==> config.mk <==
export PLATFORM = sky130hd
export DESIGN_NAME = rac_api_block
export DESIGN_NICKNAME = d
export VERILOG_FILES = /design/src/rac_pkg.sv /design/src/rac_api_block.sv /design/src/rac_frame_check.sv /design/src/rac_param_store.sv
export SDC_FILE = /design/constraint.sdc
export NUM_CORES = 1
export LEC_CHECK = 0
export BUFFER_PORTS_ARGS = -buffer_cell sky130_fd_sc_hd__buf_2
export CORE_UTILIZATION = 58
export CTS_CLUSTER_DIAMETER = 200
export DETAILED_ROUTE_END_ITERATION = 12
export PLACE_DENSITY = 0.89
export SLEW_MARGIN = 20
export SYNTH_ARGS = -nofsm -noshare
export SYNTH_HDL_FRONTEND = slang
export SYNTH_SLANG_ARGS = --single-unit
==> constraint.sdc <==
create_clock -name core_clk -period 3.4 [get_ports core_clk]
set_input_delay 0 -clock core_clk [delete_from_list [all_inputs] [get_ports core_clk]]
set_output_delay 0 -clock core_clk [all_outputs]
set_load 0.005 [all_outputs]
==> src/rac_pkg.sv <==
// shared constants and types for the radio api option and remote command block
package rac_pkg;
	localparam logic [7:0] FT_TX_EXPL = 8'h11;
	localparam logic [7:0] FT_RCMD = 8'h17;
	localparam logic [7:0] FT_TX_STAT = 8'h8b;
	localparam logic [7:0] FT_ROUTE = 8'h8d;
	localparam logic [7:0] FT_RCMD_RESP = 8'h97;
	localparam logic [7:0] FT_RX_NATIVE = 8'h90;
	localparam logic [7:0] FT_RX_EXPL = 8'h91;
	localparam logic [7:0] CSUM_OK = 8'hff;
	localparam logic [15:0] LOOPBACK_CLUSTER = 16'h0012;
	localparam logic [15:0] APPLY_CMD = 16'h4143;
	localparam int TXO_ACK_OFF = 0;
	localparam int TXO_NO_ROUTE = 1;
	localparam int TXO_FAIL_NOTE = 2;
	localparam int TXO_TRACE = 3;
	localparam int RCO_APPLY = 1;
	localparam logic [7:0] IDX_FRAME_ID = 8'h01;
	localparam logic [7:0] IDX_RC_OPT = 8'h0c;
	localparam logic [7:0] IDX_CMD_HI = 8'h0d;
	localparam logic [7:0] IDX_CMD_LO = 8'h0e;
	localparam logic [7:0] IDX_CLU_HI = 8'h0e;
	localparam logic [7:0] IDX_CLU_LO = 8'h0f;
	localparam logic [7:0] IDX_PAR_HI = 8'h0f;
	localparam logic [7:0] IDX_PAR_LO = 8'h10;
	localparam logic [7:0] IDX_TX_OPT = 8'h13;
	localparam logic [7:0] RC_QUERY_IDX = 8'h0f;
	localparam logic [3:0] REG_DEF_TXO = 4'h0;
	localparam logic [3:0] REG_DELIVERY = 4'h4;
	localparam logic [3:0] REG_API_FMT = 4'h8;
	localparam logic [3:0] REG_STATUS = 4'hc;
	localparam logic [7:0] DEF_TXO_RST = 8'h00;
	localparam logic [7:0] DELIVERY_RST = 8'h00;
	localparam logic [7:0] API_FMT_RST = 8'h00;
	typedef enum logic [1:0] {
		DM_DEFAULT = 2'b00,
		DM_PTMP = 2'b01,
		DM_REPEATER = 2'b10,
		DM_MESH = 2'b11
	} rac_method_t;
	typedef struct packed {
		logic valid;
		logic [7:0] frame_id;
		logic ack_off;
		logic route_skip;
		logic fail_notice;
		logic trace;
		rac_method_t method;
		logic loopback;
	} rac_tx_t;
	typedef struct packed {
		logic valid;
		logic [7:0] frame_id;
		logic [15:0] cmd;
		logic query;
		logic apply;
		logic [15:0] value;
	} rac_rcmd_t;
	typedef struct packed {
		logic valid;
		logic [7:0] frame_id;
		logic [15:0] value;
	} rac_rrep_t;
	typedef struct packed {
		logic valid;
		logic [15:0] cluster;
		logic looped;
	} rac_netrx_t;
	typedef struct packed {
		logic valid;
		logic [7:0] frame_type;
		logic [7:0] frame_id;
		logic [15:0] status;
	} rac_resp_t;
endpackage

==> src/rac_api_block.sv <==
// api frame handling: transmit options, loopback and remote commands
`timescale 1ns/1ps
`default_nettype none
// Summary of operation
// option bit 0 turns off acknowledgments for unicasts of the request
// option bit 1 skips route discovery, mesh unicasts only
// option bit 2 plus failed mesh unicast yields route information frame 0x8d
// option bit 3 on mesh unicast yields trace route information frame
// host keeps unused option bits, reserved bit 5 included, at zero
// option bits combine freely, each applied on its own
// bits 7:6 pick ptmp, repeater or mesh; mesh needs delivery setting nonzero
// bits 7:6 zero pick ptmp if delivery setting zero, else mesh
// zero options byte means use stored default transmit options
// loopback cluster 0x0012 is echoed back, no receive frame at destination
// returned loopback packet gives receive frame typed by output format
// every explicit request gets status frame 0x8b with its frame id
// frame 0x17 is a remote parameter request answered by frame 0x97
// remote writes stay pending until apply bit or apply command
// command characters followed straight by checksum mean a read query
// query answers carry the value currently in effect
// response carries the request's frame id
// host should send remote commands as unicasts only
// broadcast remote commands are answered at once by every node
// checksum is 0xff minus low byte of sum from type on
// frame id zero suppresses the response frame
// remote option bit 1 applies the change at once
// frames failing the checksum are dropped without any action; here they still bump the saturating bad frame counter bad_cnt
module rac_api_block import rac_pkg::*; #(
	parameter int NPARAM = 8
) (
	input wire logic core_clk,
	input wire logic reset,
	input wire logic [7:0] host_byte,
	input wire logic host_valid,
	input wire logic host_last,
	input wire logic [3:0] reg_addr,
	input wire logic [7:0] reg_wdata,
	input wire logic reg_wr,
	input wire logic reg_rd,
	output logic [7:0] reg_rdata,
	input wire logic tx_done,
	input wire logic tx_ok,
	output rac_tx_t tx_req,
	input wire rac_netrx_t net_rx,
	output logic loop_echo,
	output rac_rcmd_t rcmd_out,
	input wire rac_rrep_t rrep_in,
	input wire rac_rcmd_t rcmd_in,
	output rac_rrep_t rrep_out,
	output rac_resp_t resp
);
	logic [7:0] idx;
	logic good;
	logic bad;

	rac_frame_check u_check (
		.core_clk(core_clk),
		.reset(reset),
		.in_byte(host_byte),
		.in_valid(host_valid),
		.in_last(host_last),
		.idx(idx),
		.good(good),
		.bad(bad)
	);

	rac_param_store #(.NPARAM(NPARAM)) u_store (
		.core_clk(core_clk),
		.reset(reset),
		.cmd(rcmd_in),
		.rep(rrep_out)
	);

	// fields caught from the host frame
	logic [7:0] f_type;
	logic [7:0] f_id;
	logic [7:0] f_opt;
	logic [15:0] f_clu;
	logic [7:0] f_rcopt;
	logic [15:0] f_cmd;
	logic [15:0] f_par;
	logic [7:0] next_f_type;
	logic [7:0] next_f_id;
	logic [7:0] next_f_opt;
	logic [15:0] next_f_clu;
	logic [7:0] next_f_rcopt;
	logic [15:0] next_f_cmd;
	logic [15:0] next_f_par;

	always_comb begin
		next_f_type = f_type;
		next_f_id = f_id;
		next_f_opt = f_opt;
		next_f_clu = f_clu;
		next_f_rcopt = f_rcopt;
		next_f_cmd = f_cmd;
		next_f_par = f_par;
		if (host_valid && !host_last) begin
			if (idx == 8'h00)
				next_f_type = host_byte;
			if (idx == IDX_FRAME_ID)
				next_f_id = host_byte;
			if (idx == IDX_TX_OPT)
				next_f_opt = host_byte;
			if (idx == IDX_CLU_HI)
				next_f_clu[15:8] = host_byte;
			if (idx == IDX_CLU_LO)
				next_f_clu[7:0] = host_byte;
			if (idx == IDX_RC_OPT)
				next_f_rcopt = host_byte;
			if (idx == IDX_CMD_HI)
				next_f_cmd[15:8] = host_byte;
			if (idx == IDX_CMD_LO)
				next_f_cmd[7:0] = host_byte;
			if (idx == IDX_PAR_HI)
				next_f_par[15:8] = host_byte;
			if (idx == IDX_PAR_LO)
				next_f_par[7:0] = host_byte;
		end
	end

	always_ff @(posedge core_clk) begin
		if (reset) begin
			f_type <= 8'h00;
			f_id <= 8'h00;
			f_opt <= 8'h00;
			f_clu <= 16'h0000;
			f_rcopt <= 8'h00;
			f_cmd <= 16'h0000;
			f_par <= 16'h0000;
		end else begin
			f_type <= next_f_type;
			f_id <= next_f_id;
			f_opt <= next_f_opt;
			f_clu <= next_f_clu;
			f_rcopt <= next_f_rcopt;
			f_cmd <= next_f_cmd;
			f_par <= next_f_par;
		end
	end

	// effective options of an explicit transmit request
	function automatic rac_tx_t decode_tx(input logic [7:0] raw, input logic [7:0] dflt,
		input logic mesh_ok, input logic [7:0] id, input logic [15:0] clu);
		logic [7:0] o;
		rac_tx_t t;
		logic mesh;
		o = (raw == 8'h00) ? dflt : raw;
		t = '0;
		t.valid = 1'b1;
		t.frame_id = id;
		case (o[7:6])
			DM_PTMP: t.method = DM_PTMP;
			DM_REPEATER: t.method = DM_REPEATER;
			// mesh request falls back to ptmp when mesh is off
			DM_MESH: t.method = mesh_ok ? DM_MESH : DM_PTMP;
			default: t.method = mesh_ok ? DM_MESH : DM_PTMP;
		endcase
		mesh = (t.method == DM_MESH);
		// reserved bits are trusted zero and simply ignored
		t.ack_off = o[TXO_ACK_OFF];
		t.route_skip = mesh && o[TXO_NO_ROUTE];
		t.fail_notice = mesh && o[TXO_FAIL_NOTE];
		t.trace = mesh && o[TXO_TRACE];
		t.loopback = (clu == LOOPBACK_CLUSTER);
		return t;
	endfunction

	logic [7:0] cfg_txo;
	logic [7:0] cfg_deliv;
	logic [7:0] cfg_api;
	logic [3:0] bad_cnt;
	logic [7:0] tx_id;
	logic tx_note;
	logic tx_trace;
	logic p_stat;
	logic p_route;
	logic p_rc;
	logic p_rx;
	logic [7:0] stat_id;
	logic stat_ok;
	logic [7:0] rc_id;
	logic [15:0] rc_val;
	logic [7:0] rx_type;
	logic [7:0] next_cfg_txo;
	logic [7:0] next_cfg_deliv;
	logic [7:0] next_cfg_api;
	logic [3:0] next_bad_cnt;
	logic [7:0] next_tx_id;
	logic next_tx_note;
	logic next_tx_trace;
	logic next_p_stat;
	logic next_p_route;
	logic next_p_rc;
	logic next_p_rx;
	logic [7:0] next_stat_id;
	logic next_stat_ok;
	logic [7:0] next_rc_id;
	logic [15:0] next_rc_val;
	logic [7:0] next_rx_type;
	logic [7:0] next_reg_rdata;
	rac_tx_t next_tx_req;
	rac_rcmd_t next_rcmd_out;
	logic next_loop_echo;
	rac_resp_t next_resp;
	logic set_stat;
	logic set_route;
	logic set_rc;
	logic set_rx;
	logic is_loop;

	always_comb begin
		next_cfg_txo = cfg_txo;
		next_cfg_deliv = cfg_deliv;
		next_cfg_api = cfg_api;
		next_bad_cnt = bad_cnt;
		next_tx_id = tx_id;
		next_tx_note = tx_note;
		next_tx_trace = tx_trace;
		next_stat_id = stat_id;
		next_stat_ok = stat_ok;
		next_rc_id = rc_id;
		next_rc_val = rc_val;
		next_rx_type = rx_type;
		next_tx_req = '0;
		next_rcmd_out = '0;
		next_resp = '0;
		next_reg_rdata = 8'h00;
		if (reg_wr) begin
			if (reg_addr == REG_DEF_TXO)
				next_cfg_txo = reg_wdata;
			if (reg_addr == REG_DELIVERY)
				next_cfg_deliv = reg_wdata;
			if (reg_addr == REG_API_FMT)
				next_cfg_api = reg_wdata;
		end
		if (reg_rd) begin
			case (reg_addr)
				REG_DEF_TXO: next_reg_rdata = cfg_txo;
				REG_DELIVERY: next_reg_rdata = cfg_deliv;
				REG_API_FMT: next_reg_rdata = cfg_api;
				REG_STATUS: next_reg_rdata = {bad_cnt, p_rx, p_rc, p_route, p_stat};
				default: next_reg_rdata = 8'h00;
			endcase
		end
		// a bad frame only bumps the counter
		if (bad && bad_cnt != 4'hf)
			next_bad_cnt = 4'(bad_cnt + 4'h1);
		if (good && f_type == FT_TX_EXPL) begin
			next_tx_req = decode_tx(f_opt, cfg_txo, cfg_deliv != 8'h00, f_id, f_clu);
			next_tx_id = f_id;
			next_tx_note = next_tx_req.fail_notice;
			next_tx_trace = next_tx_req.trace;
		end
		if (good && f_type == FT_RCMD) begin
			next_rcmd_out.valid = 1'b1;
			next_rcmd_out.frame_id = f_id;
			next_rcmd_out.cmd = f_cmd;
			next_rcmd_out.query = (idx == RC_QUERY_IDX);
			next_rcmd_out.apply = f_rcopt[RCO_APPLY];
			next_rcmd_out.value = f_par;
		end
		// one status per request, none for id zero
		set_stat = tx_done && tx_id != 8'h00;
		// route frame answers the request too, so id zero silences it
		set_route = tx_done && tx_id != 8'h00 && ((tx_note && !tx_ok) || tx_trace);
		if (set_stat) begin
			next_stat_id = tx_id;
			next_stat_ok = tx_ok;
		end
		set_rc = rrep_in.valid && rrep_in.frame_id != 8'h00;
		if (set_rc) begin
			next_rc_id = rrep_in.frame_id;
			next_rc_val = rrep_in.value;
		end
		is_loop = net_rx.cluster == LOOPBACK_CLUSTER && !net_rx.looped;
		next_loop_echo = net_rx.valid && is_loop;
		set_rx = net_rx.valid && !is_loop;
		if (set_rx)
			next_rx_type = (cfg_api == 8'h00) ? FT_RX_NATIVE : FT_RX_EXPL;
		// one frame per cycle to the host, status first
		if (p_stat)
			next_resp = '{1'b1, FT_TX_STAT, stat_id, {15'h0, !stat_ok}};
		else if (p_route)
			next_resp = '{1'b1, FT_ROUTE, tx_id, {15'h0, tx_trace}};
		else if (p_rc)
			next_resp = '{1'b1, FT_RCMD_RESP, rc_id, rc_val};
		else if (p_rx)
			next_resp = '{1'b1, rx_type, 8'h00, 16'h0000};
		// a new event beats the clear of its own flag
		next_p_stat = set_stat || (p_stat && 1'b0);
		next_p_route = set_route || (p_route && p_stat);
		next_p_rc = set_rc || (p_rc && (p_stat || p_route));
		next_p_rx = set_rx || (p_rx && (p_stat || p_route || p_rc));
	end

	always_ff @(posedge core_clk) begin
		if (reset) begin
			cfg_txo <= DEF_TXO_RST;
			cfg_deliv <= DELIVERY_RST;
			cfg_api <= API_FMT_RST;
			bad_cnt <= 4'h0;
			tx_id <= 8'h00;
			tx_note <= 1'b0;
			tx_trace <= 1'b0;
			p_stat <= 1'b0;
			p_route <= 1'b0;
			p_rc <= 1'b0;
			p_rx <= 1'b0;
			stat_id <= 8'h00;
			stat_ok <= 1'b0;
			rc_id <= 8'h00;
			rc_val <= 16'h0000;
			rx_type <= 8'h00;
			reg_rdata <= 8'h00;
			tx_req <= '0;
			rcmd_out <= '0;
			loop_echo <= 1'b0;
			resp <= '0;
		end else begin
			cfg_txo <= next_cfg_txo;
			cfg_deliv <= next_cfg_deliv;
			cfg_api <= next_cfg_api;
			bad_cnt <= next_bad_cnt;
			tx_id <= next_tx_id;
			tx_note <= next_tx_note;
			tx_trace <= next_tx_trace;
			p_stat <= next_p_stat;
			p_route <= next_p_route;
			p_rc <= next_p_rc;
			p_rx <= next_p_rx;
			stat_id <= next_stat_id;
			stat_ok <= next_stat_ok;
			rc_id <= next_rc_id;
			rc_val <= next_rc_val;
			rx_type <= next_rx_type;
			reg_rdata <= next_reg_rdata;
			tx_req <= next_tx_req;
			rcmd_out <= next_rcmd_out;
			loop_echo <= next_loop_echo;
			resp <= next_resp;
		end
	end
endmodule
`default_nettype wire

==> src/rac_frame_check.sv <==
// byte position counter and frame checksum check
`timescale 1ns/1ps
`default_nettype none
module rac_frame_check import rac_pkg::*; (
	input wire logic core_clk,
	input wire logic reset,
	input wire logic [7:0] in_byte,
	input wire logic in_valid,
	input wire logic in_last,
	output logic [7:0] idx,
	output logic good,
	output logic bad
);
	logic [7:0] sum;
	logic [7:0] next_sum;
	logic [7:0] next_idx;
	logic [7:0] total;

	always_comb begin
		total = 8'(sum + in_byte);
		next_sum = sum;
		next_idx = idx;
		if (in_valid) begin
			next_sum = in_last ? 8'h00 : total;
			next_idx = in_last ? 8'h00 : ((idx == 8'hff) ? idx : 8'(idx + 8'h01));
		end
		// whole sum including checksum byte lands on 0xff
		good = in_valid && in_last && (total == CSUM_OK);
		bad = in_valid && in_last && (total != CSUM_OK);
	end

	always_ff @(posedge core_clk) begin
		if (reset) begin
			sum <= 8'h00;
			idx <= 8'h00;
		end else begin
			sum <= next_sum;
			idx <= next_idx;
		end
	end
endmodule
`default_nettype wire

==> src/rac_param_store.sv <==
// parameter table of the remote node with pending and active copies
`timescale 1ns/1ps
`default_nettype none
module rac_param_store import rac_pkg::*; #(
	parameter int NPARAM = 8,
	parameter int IW = $clog2(NPARAM)
) (
	input wire logic core_clk,
	input wire logic reset,
	input wire rac_rcmd_t cmd,
	output rac_rrep_t rep
);
	logic [15:0] active [NPARAM];
	logic [15:0] pending [NPARAM];
	logic [NPARAM-1:0] pend;
	logic [15:0] next_active [NPARAM];
	logic [15:0] next_pending [NPARAM];
	logic [NPARAM-1:0] next_pend;
	rac_rrep_t next_rep;
	logic [IW-1:0] sel;
	logic is_apply_cmd;
	logic apply;

	always_comb begin
		sel = cmd.cmd[IW-1:0];
		is_apply_cmd = (cmd.cmd == APPLY_CMD);
		apply = cmd.apply || is_apply_cmd;
		next_active = active;
		next_pending = pending;
		next_pend = pend;
		next_rep = '0;
		if (cmd.valid) begin
			// writes wait in the pending copy
			if (!cmd.query && !is_apply_cmd) begin
				next_pending[sel] = cmd.value;
				next_pend[sel] = 1'b1;
			end
			// apply option or apply command releases all pending
			if (apply) begin
				for (int i = 0; i < NPARAM; i++) begin
					if (next_pend[i]) begin
						next_active[i] = next_pending[i];
						next_pend[i] = 1'b0;
					end
				end
			end
			// answer at once, even for broadcasts
			next_rep.valid = 1'b1;
			next_rep.frame_id = cmd.frame_id;
			next_rep.value = cmd.query ? active[sel] : 16'h0000;
		end
	end

	always_ff @(posedge core_clk) begin
		if (reset) begin
			active <= '{default: 16'h0000};
			pending <= '{default: 16'h0000};
			pend <= '0;
			rep <= '0;
		end else begin
			active <= next_active;
			pending <= next_pending;
			pend <= next_pend;
			rep <= next_rep;
		end
	end
endmodule
`default_nettype wire

-- Yosys cells after proc, flatten, opt, wreduce, memory -nomap -nowiden
Cells that the tools add are included.
W data, S select, Z words.
- register bits: 547
- bits of input ports: 114
- output and inout bits: 126
- $add $sub $neg: 3
- magnitude comparators: 4
- equality and inequality tests: 23
- muxes and demuxes: 29
- bitwise logic cells: 8
- reduce and logical (&&, ||, !) cells: 72
- operators with widths (cell ; count):
    $mux W33 ; 4
    $bwmux W128 ; 1
    $mux W128 ; 1
    $mux W16 ; 5
    $mux W8 ; 7
    $bmux W16 S3 ; 1
    $demux W16 S3 ; 1
    $mux W43 ; 1
    $eq A16 B5 Y1 const B ; 2
    $eq A8 B4 Y1 const B ; 4
    $eq A8 B5 Y1 const B ; 4
    $pmux W8 S4 ; 1
    $mux W25 ; 1
    $logic_not A8 Y1 ; 3
    $reduce_and A2 Y1 ; 12
    $reduce_and A3 Y1 ; 8
    $reduce_bool A8 Y1 ; 3
    $logic_and A1 B1 Y1 ; 23
    $eq A16 B15 Y1 const B ; 1
    $eq A8 B8 Y1 const B ; 2
    $reduce_or A2 Y1 ; 5
    $add A8 B1 Y8 const B ; 1
    $add A8 B8 Y8 ; 1
    $eq A4 B4 Y1 const B ; 2
    24 further kinds ; 45

-- Depth between registers and ports, before layout
- depth after elaboration: 8
- gate-level depth with buffers: 10
- gate-level depth less buffers: 10

-- Modules after synthesis
Synthesis repeated with hierarchy kept, for this count alone.
- cell total of the unflattened synthesis: 2340
- area total of the unflattened synthesis: 21909.8 µm²
- modules (own cells, without submodules) (module ; instances ; cells each ; area an instance (µm²)):
    rac_param_store ; 1 ; 1394 ; 12688.4
    rac_api_block ; 1 ; 823 ; 8175.3
    rac_frame_check ; 1 ; 123 ; 1046.0

-- Least setup slack after synthesis
Ideal clock, no wire load.
- kind: register to register
- start: register u_check.sum[0]
- end: register rcmd_out[10] (netlist bit)
- library setup time: 0.059 ns
- arrival: 2.366 ns
- slack: 0.975 ns
- cell stages (with the launch flop): 10
- path buffers: 1
- path through: dfxtp_1 > ha_1 > fa_1 > a211oi_1 > nor2_1 > xor2_1 > nand4_1 > nor4_4 > clkbuf_2 > and2_1
- word-level cells in the longest chain between the ends: 6
- RTL lines (element ; line ; source):
    start: declaration ; rac_frame_check.sv:14 ; logic [7:0] sum;
    start signal: assignment ; rac_frame_check.sv:37 ; sum <= next_sum;
    $add A8 B8 Y8 ; rac_frame_check.sv:20 ; total = 8'(sum + in_byte);
    $eq A8 B8 Y1 ; rac_frame_check.sv:28 ; good = in_valid && in_last && (total == CSUM_OK);
    $logic_and A1 B1 Y1 ; rac_frame_check.sv:28 ;
    $logic_and A1 B1 Y1 ; rac_api_block.sv:255 ; if (good && f_type == FT_RCMD) begin
    $not A1 Y1 (no source line) ; - ;
    $reduce_or A2 Y1 (no source line) ; - ;
    end signal: assignment ; rac_api_block.sv:339 ; rcmd_out <= next_rcmd_out;
    end: declaration ; rac_api_block.sv:46 ; output rac_rcmd_t rcmd_out,
No other way between the ends.
A chain may end at the register's enable or synchronous reset.

-- Final worst setup path
- start: register u_check.sum[0]
- end: register tx_req[12] (netlist bit)
- word-level cells in the longest chain between the ends: 6
- RTL lines (element ; line ; source):
    $add A8 B8 Y8 ; rac_frame_check.sv:20 ;
    $eq A8 B8 Y1 ; rac_frame_check.sv:28 ;
    $logic_and A1 B1 Y1 ; rac_frame_check.sv:28 ;
    $logic_and A1 B1 Y1 ; rac_api_block.sv:249 ; if (good && f_type == FT_TX_EXPL) begin
    $not A1 Y1 (no source line) ; - ;
    $reduce_or A2 Y1 (no source line) ; - ;
    end signal: assignment ; rac_api_block.sv:338 ; tx_req <= next_tx_req;
    end: declaration ; rac_api_block.sv:43 ; output rac_tx_t tx_req,
No other way between the ends.

==> summary.md <==
| Metric | Value |
|---|---|
| Remaining DRCs | `0` |
| Num rows | `69` |
| Peak supply drop | `0.468 mV` |
| Critical path class | `reg2reg` |
| Synth area leader | `dfxtp_1` |
| Clock Path Buffers | `3` |
| Status | `completed` |
| Syn Std Cell Area | `21400 sq um` |
| Data required time of the critical path | `3.94 ns` |
| Pwr/cell area | `523 nW/um^2` |
| Sum of negative setup slack | `0 ns` |
| Measured slew at the worst slew-check pin | `1.12 ns` |
| Final GP Congestion | `0.913` |
| N_diodes | `0` |
| Ports | `240` |
| Crit end category | `flop` |
| Synth async-reset ratio | `0` |
| Netlist cell types | `67` |
| Vias in the first global route | `18700` |
| Setup bufs post-CTS | `0` |
| Initial antenna violation count | `0` |
| Post-CTS sizing | `0` |
| Register bit total from synthesis | `538` |
| Sequential-to-total area share from yosys stat | `0.503` |
| CTS Buf Count | `52` |
| Iter 0 DRT Violations | `2002` |
| Most frequent cell after synthesis | `dfxtp_1` |
| Area of the multi-input gates | `9960 sq um` |
| Ys flop type | `dfxtp_1` |
| Total grt overflow | `0` |
| Chip height | `194 microns` |
| Die area | `37700 sq um` |
| Critical Path AT | `3.55 ns` |
| Gr usage total | `0.327` |
| Worst hold path class | `in2reg` |
| CTS Hold Bufs | `93` |
| Top cells by area, synth | `dfxtp_1 50%, mux2i_1 11%, nor2_1 5.7%` |
| RSZ-0062 raised after global routing | `false` |
| Critical path launch point type | `flop` |
| Max FO, Critical Path | `14` |
| FILL cells | `2352` |
| Vias/cell | `6.10` |
| # H-tree levels | `2` |
| Worst-Skew Late Latency | `0.62 ns` |
| P_leak | `10.1 nW` |
| Core Region | `35900 sq um` |
| Worst-path clk slew | `0.06 ns` |
| Net count, final | `2705` |
| Worst Skew | `0.0461 ns` |
| Final Hold Fails | `0` |
| Routed wire length | `63.4 mm` |
| DP HPWL | `38.3 mm` |
| DR pass1 iterations | `7` |
| Share of the synthesized area in the top cell type | `0.503` |
| Port buffer count | `237` |
| Post-Syn Instances | `2323` |
| DRT antenna net count | `0` |
| Root Driver | `clkbuf_16` |
| Final worst path period share | `0.884` |
| Slew HR | `0.255` |
| Pins Over Slew Limit | `0` |
| Post-synth top cells | `538 x dfxtp_1, 323 x nor2_1, 306 x nand2_1` |
| Largest net degree at the start of global routing | `243` |
| Synth warn | `0` |
| Tot Pwr | `0.0134 W` |
| Vias | `18800` |
| Share of cells above drive strength 1 | `0.165` |
| Wirelength per Cell | `20.6 microns` |
| Avg Cell Area, Syn | `9.21 sq um` |
| CTS tree | `yes` |
| Max frequency | `0.333 GHz` |
| Maxcap violations | `0` |
| First-pass GRT wire length | `98.9 mm` |
| EDFF count, synth | `0` |
| Sequential cell area | `10800 sq um` |
| Die W | `194 microns` |
| Clock period minus final worst setup slack | `3.00 ns` |
| Area growth from synthesis to layout | `19.8%` |
| Final setup fails | `0` |
| Clock sinks | `538` |
| Initial Util | `0.596` |
worst max-delay path: stages, from the launching register on:
cell and delay [ns]:
dfxtp_1 0.31, ha_1 0.20, fa_1 0.42, a211oi_1 0.38, nor2_1 0.12, xor2_1 0.22
and4_1 0.53, nand4_2 0.27, inv_1 0.31, and2_1 0.18
path summary, 6_finish.rpt:
path                                     from  slack [ns]  cells after the start                               end
max               u_check.sum[0]$_SDFFE_PP0P_        0.40                      9             tx_req[12]$_SDFF_PP0_
max reg2reg       u_check.sum[0]$_SDFFE_PP0P_        0.40                      9             tx_req[12]$_SDFF_PP0_
min reg2reg  u_store.pending[88]$_SDFFE_PP0P_        0.45                      2  u_store.pending[88]$_SDFFE_PP0P_
min                                    reg_wr        0.05                      5           cfg_txo[6]$_SDFFE_PP0P_
state kept, by name, indices dropped and copies added, names as in the netlist, 16 cells and up:
signal / flops
f_cmd: 16
rcmd_out: 43
resp: 31
u_store.pending: 128
u_store.active: 128
rc_val: 16
tx_req: 16
u_store.rep: 25
kinds of logic after synthesis:
logic type                 count (synthesis)  share of synthesized area
buffers and inverters                    187                     0.0354
DFF                                      538                      0.503
AOI/OAI and AO/OA                        428                      0.125
adders and majority gates                 15                    0.00912
muxes                                    272                      0.138
xor gates and xnor gates                  11                    0.00450
other                                      1                   0.000175
and+or+nand+nor                          871                      0.185
metrics by stage:
stage	utilization	std cells	worst slack [ns]	hold slack, ns	instance area (sq um)
floorplan	-	2324	0.975	0.122	21400
global placement	0.636	2887	0.519	0.199	22900
detailed placement	0.637	2888	0.468	0.202	22900
CTS	0.713	3078	0.419	0.00846	25600
global route	0.714	3080	0.0781	0.0529	25600
finish	0.714	3080	0.395	0.0544	25600
routing by layer:
| layer | global-route usage | up-vias | share of wire |
|---|---|---|---|
| met3 | 0.0720 | 269 | 0.097 |
| li1 | - | 8532 | - |
| met5 | 0 | - | 0 |
| met2 | 0.572 | 1079 | 0.49 |
| met4 | 0.164 | 0 | 0.050 |
| met1 | 0.376 | 8915 | 0.37 |
final cells by class:
| type | count | share of cell area |
|---|---|---|
| tap | 461 | 0.0225 |
| multi-input combinational | 1599 | 0.389 |
| clock inverter | 25 | 0.0114 |
| inverter | 13 | 0.00190 |
| timing repair buffer | 372 | 0.0967 |
| clock buffer | 72 | 0.0588 |
| sequential | 538 | 0.420 |
power by group:
part / internal, W / leakage, nW / switching [W] / total [W]
sequential: 0.00640 / 4.35 / 0.0000592 / 0.00646
clock: 0.00350 / 0.890 / 0.00257 / 0.00606
combinational: 0.000334 / 4.90 / 0.000556 / 0.000890
total: 0.0102 / 10.1 / 0.00318 / 0.0134
cells in the final DEF (no fill, tap or decap), drive strengths merged, types with 6 or more instances in the layout:
| cell | count |
|---|---|
| nor3 | 22 |
| nor4 | 15 |
| o31ai | 10 |
| nand2b | 9 |
| inv | 14 |
| nand3 | 26 |
| nor2b | 22 |
| a22oi | 11 |
| ha | 14 |
| o21a | 9 |
| and3 | 12 |
| dlygate4sd3 | 93 |
| a221oi | 9 |
| clkinv | 16 |
| o21ai | 13 |
| and2 | 79 |
| clkbuf | 72 |
| mux4 | 16 |
| nand4 | 24 |
| xor2 | 7 |
| dfxtp | 538 |
| or4 | 6 |
| a21oi | 219 |
| mux2 | 19 |
| nor2 | 325 |
| buf | 279 |
| nand2 | 306 |
| mux2i | 237 |
| a211oi | 136 |
(Power assumes the default switching activity.)
